### config.mk
export PLATFORM = sky130hd
export DESIGN_NAME = fsol_top
export DESIGN_NICKNAME = d
export VERILOG_FILES = /design/src/hdl/fsol_ram.v /design/src/hdl/fsol_top.v
export VERILOG_INCLUDE_DIRS = /design/src /design/src/hdl
export SDC_FILE = /design/constraint.sdc
export NUM_CORES = 2
export LEC_CHECK = 0
export BUFFER_PORTS_ARGS = -buffer_cell sky130_fd_sc_hd__buf_4
export CORE_ASPECT_RATIO = 0.9
export CORE_MARGIN = 8
export CORE_UTILIZATION = 50
export DETAILED_ROUTE_END_ITERATION = 8
export PLACE_DENSITY = 0.7
export REMOVE_ABC_BUFFERS = 1
export SYNTH_ARGS = -nofsm -noshare
export SYNTH_HDL_FRONTEND = slang
export SYNTH_SLANG_ARGS = --single-unit
### constraint.sdc
create_clock -name pclk -period 2.77 [get_ports pclk]
set_clock_uncertainty 0.15 [all_clocks]
set_input_delay 0.277 -clock pclk [delete_from_list [all_inputs] [get_ports pclk]]
set_output_delay 0.277 -clock pclk [all_outputs]
set_load 0.03 [all_outputs]
### src/hdl/fsol_defines.vh
`ifndef FSOL_DEFINES_VH
`define FSOL_DEFINES_VH

// Register indices; the APB byte address is four times the index.
`define FSOL_IDX_CLKDIV   16'h1820
`define FSOL_IDX_OPTW     16'h1821
`define FSOL_IDX_CFG      16'h1823
`define FSOL_IDX_PROTW    16'h1824
`define FSOL_IDX_STAT     16'h1825
`define FSOL_IDX_CMD      16'h1826
`define FSOL_IDX_KEYIN    16'h1830
`define FSOL_IDX_SECST    16'h1831
`define FSOL_IDX_TRIMLO   16'hFFAD
`define FSOL_IDX_TRIMHI   16'hFFAE
`define FSOL_IDX_TRIMC    16'hFFAF
`define FSOL_IDX_KEY0     16'hFFB0
`define FSOL_IDX_KEY7     16'hFFB7
`define FSOL_IDX_PROTST   16'hFFBD
`define FSOL_IDX_OPTST    16'hFFBF

// Field positions.
`define FSOL_OPT_BACKDOOR_KEY_ENABLE    7
`define FSOL_CFG_KEYACC   5
`define FSOL_DIV_LOADED   7
`define FSOL_SS_KEYFAIL   3
`define FSOL_SS_KEYREJ    4
`define FSOL_SS_RAMBLK    5
`define FSOL_SS_RAMUNDEF  6

// Values.
`define FSOL_SEC_OPEN     2'h2
`define FSOL_STAT_IDLE    8'hC0
`define FSOL_CFG_MASK     8'h20
`define FSOL_KEY_LAST     4'h7
`define FSOL_RAM_AW       8

`endif

### src/hdl/fsol_ram.v
`timescale 1ns/10ps

module fsol_ram (
  input  wire       clk,    // Bus clock.
  input  wire       rd,     // Read strobe.
  input  wire       wr,     // Write strobe.
  input  wire       clr,    // Zero the read register.
  input  wire [7:0] addr,   // Byte address.
  input  wire [7:0] wdata,  // Write data.
  output reg  [7:0] rdata   // Registered read data.
);

  // No reset on the array: contents ride through every reset.
  reg [7:0] mem [0:255];

  always @(posedge clk) begin
    if (wr) begin
      mem[addr] <= wdata;
    end
    if (rd) begin
      rdata <= mem[addr];
    end else if (clr) begin
      rdata <= 8'h00;
    end
  end

endmodule // fsol_ram

### src/hdl/fsol_top.v
`timescale 1ns/10ps
`include "fsol_defines.vh"

// Behaviour
// Reset copies stored protection and option bytes
// Key unsecures only while key enable is 1
// Key accepted only from secure code, not debug
// Key enable 0 disables key compare entirely
// Otherwise only verified mass erase unsecures
// Security code 1:0 means unsecured
// Secure: block debug and non-secure RAM access
// RAM retained in wait and lighter stops
// Power-on or deepest stop wake: RAM undefined
// Reset never alters RAM contents
// Fine trim bit 0, coarse trim next byte
// Flash array is eight 512-byte pages
// Stored bytes change only by flash procedures
// Any other security code is secure; reevaluated
module fsol_top (
  input  wire        pclk,               // Bus clock.
  input  wire        presetn,            // Async reset, active low.
  input  wire [17:0] paddr,              // APB byte address.
  input  wire        psel,               // APB select.
  input  wire        penable,            // APB access phase.
  input  wire        pwrite,             // APB write.
  input  wire [31:0] pwdata,             // APB write data.
  output reg  [31:0] prdata,             // APB read data.
  output wire        pready,             // APB ready.
  output wire        pslverr,            // APB error on unmapped index.
  input  wire [7:0]  nv_prot_in,         // Stored protection byte.
  input  wire [7:0]  nv_opt_in,          // Stored option byte.
  input  wire [63:0] nv_key_in,          // Stored key, first byte in [63:56].
  input  wire [7:0]  nv_trim_low_in,     // Temperature sensor trim low.
  input  wire [7:0]  nv_trim_high_in,    // Sensor trim high and fine trim.
  input  wire [7:0]  nv_trim_coarse_in,  // Coarse clock trim.
  input  wire        exec_in_secure_mem, // Bus master runs from secure memory.
  input  wire        access_from_debug,  // Bus access comes from debug path.
  input  wire        erase_blank_ok,     // Pulse: mass erase verified blank.
  input  wire        por_pin,            // Power-on indication, asynchronous.
  input  wire        deepest_stop_wake,  // Pulse: wakeup from deepest stop.
  input  wire        ram_req,            // RAM access request.
  input  wire        ram_we,             // RAM write.
  input  wire [7:0]  ram_addr,           // RAM address.
  input  wire [7:0]  ram_wdata,          // RAM write data.
  input  wire        ram_from_debug,     // RAM access via debug path.
  input  wire        ram_from_nonsecure, // RAM access by non-secure code.
  output wire [7:0]  ram_rdata,          // RAM read data.
  output reg         ram_ack,            // Pulse: RAM access done.
  output reg         ram_blocked,        // Pulse: RAM access refused.
  output reg         secured,            // Device is secure.
  output reg  [7:0]  block_protection,   // Working protection byte.
  output reg         fine_clock_trim_bit,// Fine clock trim.
  output reg  [7:0]  coarse_clock_trim   // Coarse clock trim.
);

  localparam ST_LOAD = 1'b0;
  localparam ST_RUN  = 1'b1;

  localparam [12:0] PAGE_BYTES  = 13'd512;
  localparam [3:0]  PAGE_COUNT  = 4'd8;
  localparam [12:0] FLASH_BYTES = 13'd4096;

  reg        state_reg;
  reg        state_next;
  reg        por_s1_reg;
  reg        por_s2_reg;
  reg [7:0]  option_reg;
  reg [7:0]  clkdiv_reg;
  reg        cfg_keyacc_reg;
  reg [7:0]  cmd_reg;
  reg [55:0] key_shift_reg;
  reg [3:0]  key_cnt_reg;
  reg        unsec_key_reg;
  reg        unsec_erase_reg;
  reg        key_fail_reg;
  reg        key_rej_reg;
  reg        ram_blk_seen_reg;
  reg        ram_undef_reg;

  wire [15:0] idx;
  wire        setup;
  wire        wr_acc;
  wire        key_wr;
  wire        key_ok;
  wire        key_done;
  wire        key_match;
  wire        w1c_fail;
  wire        w1c_rej;
  wire        w1c_blk;
  wire        w1c_undef;
  wire        ram_deny;
  wire        ram_go;
  wire        secure_code;

  // Flash array geometry, shown in the upper half of the security status word.
  wire [12:0] flash_size = PAGE_BYTES * {9'd0, PAGE_COUNT};

  function mapped;
    input [15:0] i;
    begin
      mapped = (i == `FSOL_IDX_CLKDIV) || (i == `FSOL_IDX_OPTW) ||
               (i == `FSOL_IDX_CFG) || (i == `FSOL_IDX_PROTW) ||
               (i == `FSOL_IDX_STAT) || (i == `FSOL_IDX_CMD) ||
               (i == `FSOL_IDX_KEYIN) || (i == `FSOL_IDX_SECST) ||
               (i >= `FSOL_IDX_TRIMLO && i <= `FSOL_IDX_KEY7) ||
               (i == `FSOL_IDX_PROTST) || (i == `FSOL_IDX_OPTST);
    end
  endfunction

  function [7:0] key_byte;
    input [63:0] k;
    input [2:0]  n;
    begin
      key_byte = k[8'd63 - {n, 3'b000} -: 8];
    end
  endfunction

  // Register write strobe for one index in the access phase.
  function reg_wr;
    input        acc;
    input [15:0] i;
    input [15:0] target;
    begin
      reg_wr = acc && (i == target);
    end
  endfunction

  // Security decode shared by the load cycle and the running state.
  function code_secure;
    input [1:0] c;
    begin
      code_secure = (c != `FSOL_SEC_OPEN);
    end
  endfunction

  assign idx    = paddr[17:2];
  assign setup  = psel && !penable;
  assign wr_acc = psel && penable && pwrite && (state_reg == ST_RUN);

  // Reads never leave the bus hanging once the load is done.
  assign pready  = (state_reg == ST_RUN);
  // Writes to an unmapped index change nothing; the error only informs software.
  assign pslverr = psel && penable && pready && !mapped(idx);

  // Any code other than the open one is secure; the erase and key
  // escapes last only until the next reset reloads the option byte.
  assign secure_code = code_secure(option_reg[1:0]);

  // Only secure-resident code may feed the key, never the debug path.
  assign key_wr = reg_wr(wr_acc, idx, `FSOL_IDX_KEYIN);
  assign key_ok = key_wr && cfg_keyacc_reg && exec_in_secure_mem &&
                  !access_from_debug && option_reg[`FSOL_OPT_BACKDOOR_KEY_ENABLE];
  assign key_done  = key_ok && (key_cnt_reg == `FSOL_KEY_LAST);
  assign key_match = ({key_shift_reg, pwdata[7:0]} == nv_key_in);

  assign w1c_fail  = reg_wr(wr_acc, idx, `FSOL_IDX_SECST) && pwdata[`FSOL_SS_KEYFAIL];
  assign w1c_rej   = reg_wr(wr_acc, idx, `FSOL_IDX_SECST) && pwdata[`FSOL_SS_KEYREJ];
  assign w1c_blk   = reg_wr(wr_acc, idx, `FSOL_IDX_SECST) && pwdata[`FSOL_SS_RAMBLK];
  assign w1c_undef = reg_wr(wr_acc, idx, `FSOL_IDX_SECST) && pwdata[`FSOL_SS_RAMUNDEF];

  assign ram_deny = ram_req && secured && (ram_from_debug || ram_from_nonsecure);
  assign ram_go   = ram_req && !ram_deny;

  always @* begin
    state_next = state_reg;
    case (state_reg)
      ST_LOAD: state_next = ST_RUN;
      ST_RUN:  state_next = ST_RUN;
      default: state_next = ST_LOAD;
    endcase
  end

  // The power-on pin is asynchronous and is only ever sampled here.
  always @(posedge pclk or negedge presetn) begin
    if (!presetn) begin
      por_s1_reg <= 1'b0;
      por_s2_reg <= 1'b0;
    end else begin
      por_s1_reg <= por_pin;
      por_s2_reg <= por_s1_reg;
    end
  end

  always @(posedge pclk or negedge presetn) begin
    if (!presetn) begin
      state_reg           <= ST_LOAD;
      option_reg          <= 8'h00;
      block_protection    <= 8'h00;
      fine_clock_trim_bit <= 1'b0;
      coarse_clock_trim   <= 8'h00;
    end else begin
      state_reg <= state_next;
      if (state_reg == ST_LOAD) begin
        option_reg          <= nv_opt_in;
        block_protection    <= nv_prot_in;
        fine_clock_trim_bit <= nv_trim_high_in[0];
        coarse_clock_trim   <= nv_trim_coarse_in;
      end else if (reg_wr(wr_acc, idx, `FSOL_IDX_PROTW)) begin
        block_protection <= pwdata[7:0];
      end
    end
  end

  always @(posedge pclk or negedge presetn) begin
    if (!presetn) begin
      clkdiv_reg     <= 8'h00;
      cfg_keyacc_reg <= 1'b0;
      cmd_reg        <= 8'h00;
    end else begin
      // The divider takes one write per reset; later writes are dropped.
      if (reg_wr(wr_acc, idx, `FSOL_IDX_CLKDIV) && !clkdiv_reg[`FSOL_DIV_LOADED]) begin
        clkdiv_reg <= {1'b1, pwdata[6:0]};
      end
      if (reg_wr(wr_acc, idx, `FSOL_IDX_CFG)) begin
        cfg_keyacc_reg <= pwdata[`FSOL_CFG_KEYACC];
      end
      if (reg_wr(wr_acc, idx, `FSOL_IDX_CMD)) begin
        cmd_reg <= pwdata[7:0];
      end
    end
  end

  // Key bytes arrive first-stored-byte first; the eighth byte compares.
  always @(posedge pclk or negedge presetn) begin
    if (!presetn) begin
      key_shift_reg <= 56'h00000000000000;
      key_cnt_reg   <= 4'h0;
      unsec_key_reg <= 1'b0;
      key_fail_reg  <= 1'b0;
      key_rej_reg   <= 1'b0;
    end else begin
      if (key_done) begin
        key_cnt_reg   <= 4'h0;
        key_shift_reg <= 56'h00000000000000;
      end else if (key_ok) begin
        key_cnt_reg   <= key_cnt_reg + 4'h1;
        key_shift_reg <= {key_shift_reg[47:0], pwdata[7:0]};
      end
      if (key_done && key_match) begin
        unsec_key_reg <= 1'b1;
      end
      if (key_done && !key_match) begin
        key_fail_reg <= 1'b1;
      end else if (w1c_fail) begin
        key_fail_reg <= 1'b0;
      end
      if (key_wr && !key_ok) begin
        key_rej_reg <= 1'b1;
      end else if (w1c_rej) begin
        key_rej_reg <= 1'b0;
      end
    end
  end

  // With the key disabled, the verified blank array is the only way out.
  always @(posedge pclk or negedge presetn) begin
    if (!presetn) begin
      unsec_erase_reg <= 1'b0;
      secured         <= 1'b1;
    end else begin
      if (erase_blank_ok && state_reg == ST_RUN) begin
        unsec_erase_reg <= 1'b1;
      end
      // The load cycle decodes the stored byte directly, since the working
      // copy only takes it at this same edge.
      secured <= (state_reg == ST_LOAD) ? code_secure(nv_opt_in[1:0]) :
                 (secure_code && !unsec_key_reg && !unsec_erase_reg);
    end
  end

  // The array keeps its data through wait and the lighter stops since
  // nothing here powers it down; only the flag tracks lost contents.
  always @(posedge pclk or negedge presetn) begin
    if (!presetn) begin
      ram_ack          <= 1'b0;
      ram_blocked      <= 1'b0;
      ram_blk_seen_reg <= 1'b0;
      ram_undef_reg    <= 1'b0;
    end else begin
      ram_ack     <= ram_go;
      ram_blocked <= ram_deny;
      if (ram_deny) begin
        ram_blk_seen_reg <= 1'b1;
      end else if (w1c_blk) begin
        ram_blk_seen_reg <= 1'b0;
      end
      // The synchroniser is held clear during reset, so the power-on level is
      // taken whenever it shows; software clears the flag once the pin drops.
      if (deepest_stop_wake || por_s2_reg) begin
        ram_undef_reg <= 1'b1;
      end else if (w1c_undef) begin
        ram_undef_reg <= 1'b0;
      end
    end
  end

  // Read data is latched in the setup phase so it is ready at access.
  always @(posedge pclk or negedge presetn) begin
    if (!presetn) begin
      prdata <= 32'h00000000;
    end else if (setup) begin
      prdata <= 32'h00000000;
      case (idx)
        `FSOL_IDX_CLKDIV: prdata[7:0] <= clkdiv_reg;
        `FSOL_IDX_OPTW:   prdata[7:0] <= option_reg;
        `FSOL_IDX_CFG:    prdata[7:0] <= {2'b00, cfg_keyacc_reg, 5'b00000};
        `FSOL_IDX_PROTW:  prdata[7:0] <= block_protection;
        `FSOL_IDX_STAT:   prdata[7:0] <= `FSOL_STAT_IDLE;
        `FSOL_IDX_CMD:    prdata[7:0] <= cmd_reg;
        `FSOL_IDX_SECST: begin
          prdata[11:0]  <= {key_cnt_reg, 1'b0, ram_undef_reg,
                            ram_blk_seen_reg, key_rej_reg,
                            key_fail_reg, unsec_erase_reg,
                            unsec_key_reg, secured};
          prdata[28:16] <= flash_size;
        end
        `FSOL_IDX_TRIMLO: prdata[7:0] <= nv_trim_low_in;
        `FSOL_IDX_TRIMHI: prdata[7:0] <= nv_trim_high_in;
        `FSOL_IDX_TRIMC:  prdata[7:0] <= nv_trim_coarse_in;
        `FSOL_IDX_PROTST: prdata[7:0] <= nv_prot_in;
        `FSOL_IDX_OPTST:  prdata[7:0] <= nv_opt_in;
        default: begin
          if (idx >= `FSOL_IDX_KEY0 && idx <= `FSOL_IDX_KEY7) begin
            prdata[7:0] <= key_byte(nv_key_in, idx[2:0]);
          end
        end
      endcase
    end
  end

  // The array has no reset path, so reset leaves its contents alone.
  fsol_ram u_ram (
    .clk   (pclk),
    .rd    (ram_go && !ram_we),
    .wr    (ram_go && ram_we),
    .clr   (ram_deny),
    .addr  (ram_addr),
    .wdata (ram_wdata),
    .rdata (ram_rdata)
  );

endmodule // fsol_top

After elaboration in Yosys (flattened, before gate mapping). Memories as Yosys holds them, arrays and structs flattened. Index checks and enable logic that the tools add are counted.

Bits in registers: 147. Bits in writable memories: 2048. Bits of input ports: 184. Output and inout port bits: 62. Logic and storage cells: 134. Memories: 1.

Memory list: u_ram.mem (words 256, width 8, read ports 1, clocked after Yosys merged registers in 0, write ports 1, line fsol_ram.v:14) `reg [7:0] mem [0:255];`.

$add $sub $neg: 2. Magnitude comparators: 3. Eq/ne operators: 18. Shift-type cells: 1. Mux-type cells: 23. Reductions and logical operators: 63.

Operators by type and width (count): $eq A16 B13 Y1 const B (8); $mux W56 (2); $pmux W8 S12 (1); $eq A16 B16 Y1 const B (5); $shiftx A71 B9 Y8 (1); $eq A64 B64 Y1 (1); $mux W8 (5); $logic_and A1 B1 Y1 (35); $ge A16 B16 Y1 const B (2); $le A16 B16 Y1 const B (1); $mux W13 (1); $logic_or A1 B1 Y1 (12); $mux W4 (3); $reduce_bool A2 Y1 (6); $mux W1 (11); $logic_not A1 Y1 (10); $sub A6 B6 Y7 const A (1); $add A4 B1 Y4 const B (1); $eq A4 B3 Y1 const B (1); $ne A2 B2 Y1 const B (2); $ne A2 B1 Y1 const B (1).

Logic depth before layout (Yosys ltp).
Depth in word-level cells: 13. Gate-level depth with buffers: 12. Gate-level depth less buffers: 7.

Cells and area by module. From an unflattened synthesis, not the netlist that was laid out.

Cell total of the unflattened synthesis: 4624. Area total of the unflattened synthesis: 87590.3 um^2.

Modules (own cells, without submodules): fsol_ram (times used 1, cells an instance 3898, area each 80474.7 um^2, sequential area each 61739.2 um^2); fsol_top (times used 1, cells an instance 726, area each 7115.6 um^2, sequential area each 3179.3 um^2).

Worst setup path before layout. No wires, ideal clock.

Path type: input -> register. Start point: input port ram_addr[1]. End point: memory u_ram.mem[110][0], enable pin. Library setup time: 0.370 ns. Arrival time: 2.323 ns. Data required time: 2.250 ns. Setup slack: -0.074 ns. Stages on the path: 9. Path buffers: 6. Path through: buf_2 buf_4 buf_2 buf_2 buf_2 nor2b_1 nand2_1 clkbuf_1 nor2_1.

RTL lines: start: declaration (line fsol_top.v:43) `input wire [7:0] ram_addr,`; end: declaration (line fsol_ram.v:14).

No word-level cell before the write port.

Worst setup path after layout.
Start point: input port paddr[8]. End point: output port pslverr.

Cells in the longest elaborated chain, start to end: 13. Elaborated cells between the ends (all ways): 25.

RTL lines: start: declaration (line fsol_top.v:22) `input wire [17:0] paddr,`; parallel branches: the longest is 10 deep, another holds $ge A16 B16 Y1; $logic_or A1 B1 Y1 * (line fsol_top.v:101) `` mapped = (i == `FSOL_IDX_CLKDIV) || (i == `FSOL_IDX_OPTW) || ``; $logic_not A1 Y1 * (line fsol_top.v:143) `assign pslverr = psel && penable && pready && !mapped(idx);`; $logic_and A1 B1 Y1 * (line fsol_top.v:143); end: declaration (line fsol_top.v:29) `output wire pslverr,`.

Every way passes the cells marked *.

==> flow_summary.yaml <==
power:
  internal-power_w: 0.05375
  switching_share: 0.2150
  p_clk_frac: 0.410
  power_density_nw_per_um2: 656.6
  leakage_nw: 35.61
  combPwrFrac: 0.061
  switchingPower_w: 0.01472
  seqPwrFrac: 0.529
  ir_drop_mv: 0.5492
critical_path:
  worstPathArrival_ns: 2.33
  critPathMostFrequentCell: "buf_4"
  cp_max_fo: 6
  cp_slowest_cell: "dlygate4sd3_1"
  slowest_delay_ns: 0.59
  path_class: "input port to primary output"
  end_kind: "primary output"
  crit_required_ns: 2.34
  path_cells: "buf_4, dlygate4sd3_1, nor3b_2, nand4_1, a21oi_2, a2bb2oi_2, nor4_2, buf_4, nor3b_2, buf_4"
  start_kind: "input port"
cts:
  cts-root-buf: "clkbuf_16"
  cts_num_sinks: 2183
  cts.reportedPaths.clkPinSlew_ns: 0.06
  numCtsBuffers: 210
  clock_latency_ns: 0.84
  cts_tree: "built"
  cts_max_level: 4
  clockBufferDepth: 3
timing:
  tns_ns: 0
  finalMaxSlewViolations: 0
  period_needed_ns: 2.761
  setup_viol: 0
  post-route-period-util: 0.9967
  rsz0062_at_grt: "true"
  worst_pin_slew_ns: 1.285
  hold_ws_ns: 0.07816
  hold_viol_final: 0
  maxSlewHeadroom: 0.1427
  max_freq_ghz: 0.3622
floorplan:
  dieArea_um2: 186800
  die_w_um: 454.7
  boundaryPins: 246
  initial_core_util: 0.5008
  row_count: 145
  die_y_um: 410.8
  core_um2: 172900
global_routing:
  met1_usage: 0.3427
  grt_max_degree: 140
  grt_overflow: 0
  use_met3: 0.04389
  grt_busiest_layer: "met2"
  grtUsageMet2: 0.3654
  grt_pass1_wl_um: 326900
  antenna_found_initial: 8
  track_usage: 0.2357
  first_global_vias: 48240
finish:
  layout_common_cells: "edfxtp_1 (2056), buf_4 (817), mux4_2 (460)"
  drive_gt1_frac: 0.3247
  final_common_cell: "edfxtp_1"
  finish.net_count: 5673
  syn_to_final_growth_pct: 20.43
  register_area_um2: 64920
  largest_reg_flops: 2048
  multi_input_area_um2: 20690
  postLayoutCellArea_um2: 104300
  fillCellCount: 12080
  final_util: 0.6031
status:
  run_status: "finished clean"
routing:
  drtPass1Iterations: 8
  drtAntennaViolNets: 0
  drc: 0
  drt_iter0_drc: 6471
  viasPerCell: 6.112
  routed_wl_um: 224700
  num_vias: 48470
  wl_per_cell_um: 28.33
hold_path:
  hold_path.class: "input port to flip-flop"
logic_synthesis:
  yosys_register_bits: 2183
  ys_types: 65
  synthFlopType: "edfxtp_1"
  synth_seq_area_share: 0.7497
  synth_cells: 4510
  yosysWarnings: 0
  synth_edf_count: 2056
  syn_area_um2: 86590
  syn_avg_cell_area_um2: 19.20
  async_reset_ff_frac: 0.05818
placement:
  dp_hpwl_um: 147700
  placed_area_um2: 96200
  routabilityCongestion: 0.9278
  io_buffers: 200
job:
  maxCapViolCount: 0
[power by group through the flow]
stage / Combinational, W / Clock, W / Sequential, W
global route: 0.00439 / 0.0297 / 0.0362
floorplan: 0.00132 / 0 / 0.0370
global placement: 0.00393 / 0 / 0.0369
finish: 0.00419 / 0.0281 / 0.0362
CTS: 0.00413 / 0.0285 / 0.0362
detailed placement: 0.00399 / 0 / 0.0369
[critical path, delay by kind of cell]
family	cells	cell delay (ns)
AND/OR/NAND/NOR	4	0.63
AO/OA/AOI/OAI	2	0.37
buffers and inverters	4	1.05
[metrics by stage]
stage	power (W)	cells	setup slack (ns)
2_1_floorplan	0.03830	4254	-1.523
3_3_place_gp	0.04082	7447	-0.7348
4_1_cts	0.06879	7928	-0.07193
3_5_place_dp	0.04089	7447	-0.8412
5_1_grt	0.07027	7931	-0.06807
6_report	0.06847	7931	0.009260
[per-layer routing]
metal	wire length, um	vias to the layer above	share of wire
li1	-	20300	-
met1	91170	25110	0.41
met2	104500	2684	0.46
met3	21710	384	0.097
met4	7363	0	0.033
met5	0	-	0
[synthesized netlist by cell type (40+ instances only)]
library cell,n,area [um2]
buf_4,40,300.3
xor2_1,64,560.5
mux4_2,460,10360
a22oi_1,81,608.1
nor2_1,315,1182
mux2_2,86,968.4
mux2i_1,179,1792
edfxtp_1,2056,61740
dfrtp_1,126,3153
o21ai_0,58,290.3
nand3_1,61,305.3
a21oi_1,144,720.7
nand2_1,242,908.4
clkbuf_1,104,390.4
buf_2,84,420.4
nand4_1,54,337.8
[final cells by class]
type	instances	share of cell area
well taps	2278	0.02733
repair buffers	1022	0.08720
flip-flops and latches	2183	0.6225
clock inverters	112	0.01134
clock buffers	264	0.05284
diodes	1	0.00002400
inverters	8	0.0002880
multi-input cells	2063	0.1984
[logic make-up after synthesis]
logic type	after synthesis	synth area share
other	2	0.00008673
multiplexers	725	0.1515
XOR/XNOR	65	0.006575
AO/OA/AOI/OAI	459	0.03475
AND/OR/NAND/NOR	793	0.04078
buffers and inverters	282	0.01643
adder cells (fa/ha/maj)	1	0.0001445
flip-flops	2183	0.7497
[what timing repair did]
item / CTS / global route
resized for setup: 18 / 58
hold endpoints to repair: 1204 / 0
buffers inserted: 0 / 2
hold buffers: 105 / 0
pin swaps: 11 / 30
setup endpoints to repair: 15 / 70
[final timing paths]
check / start / to / slack [ns] / depth (start not counted)
worst max-delay path: paddr[8] / pslverr / 0.009 / 10
worst min-delay path: nv_key_in[11] / key_fail_reg$_DFFE_PN0P_ / 0.08 / 7
worst max register to register: u_ram.mem[247][2]$_DFFE_PP_ / u_ram.rdata[2]$_SDFFCE_PN0P_ / 0.03 / 8
worst min register to register: por_s1_reg$_DFF_PN0_ / por_s2_reg$_DFF_PN0_ / 0.21 / 0
max in group asynchronous: presetn / key_shift_reg[1]$_DFFE_PN0P_ / 1.23 / 4
min in group asynchronous: presetn / block_protection[7]$_DFFE_PN0P_ / 0.46 / 3
Power figures use the tool's default switching activity.
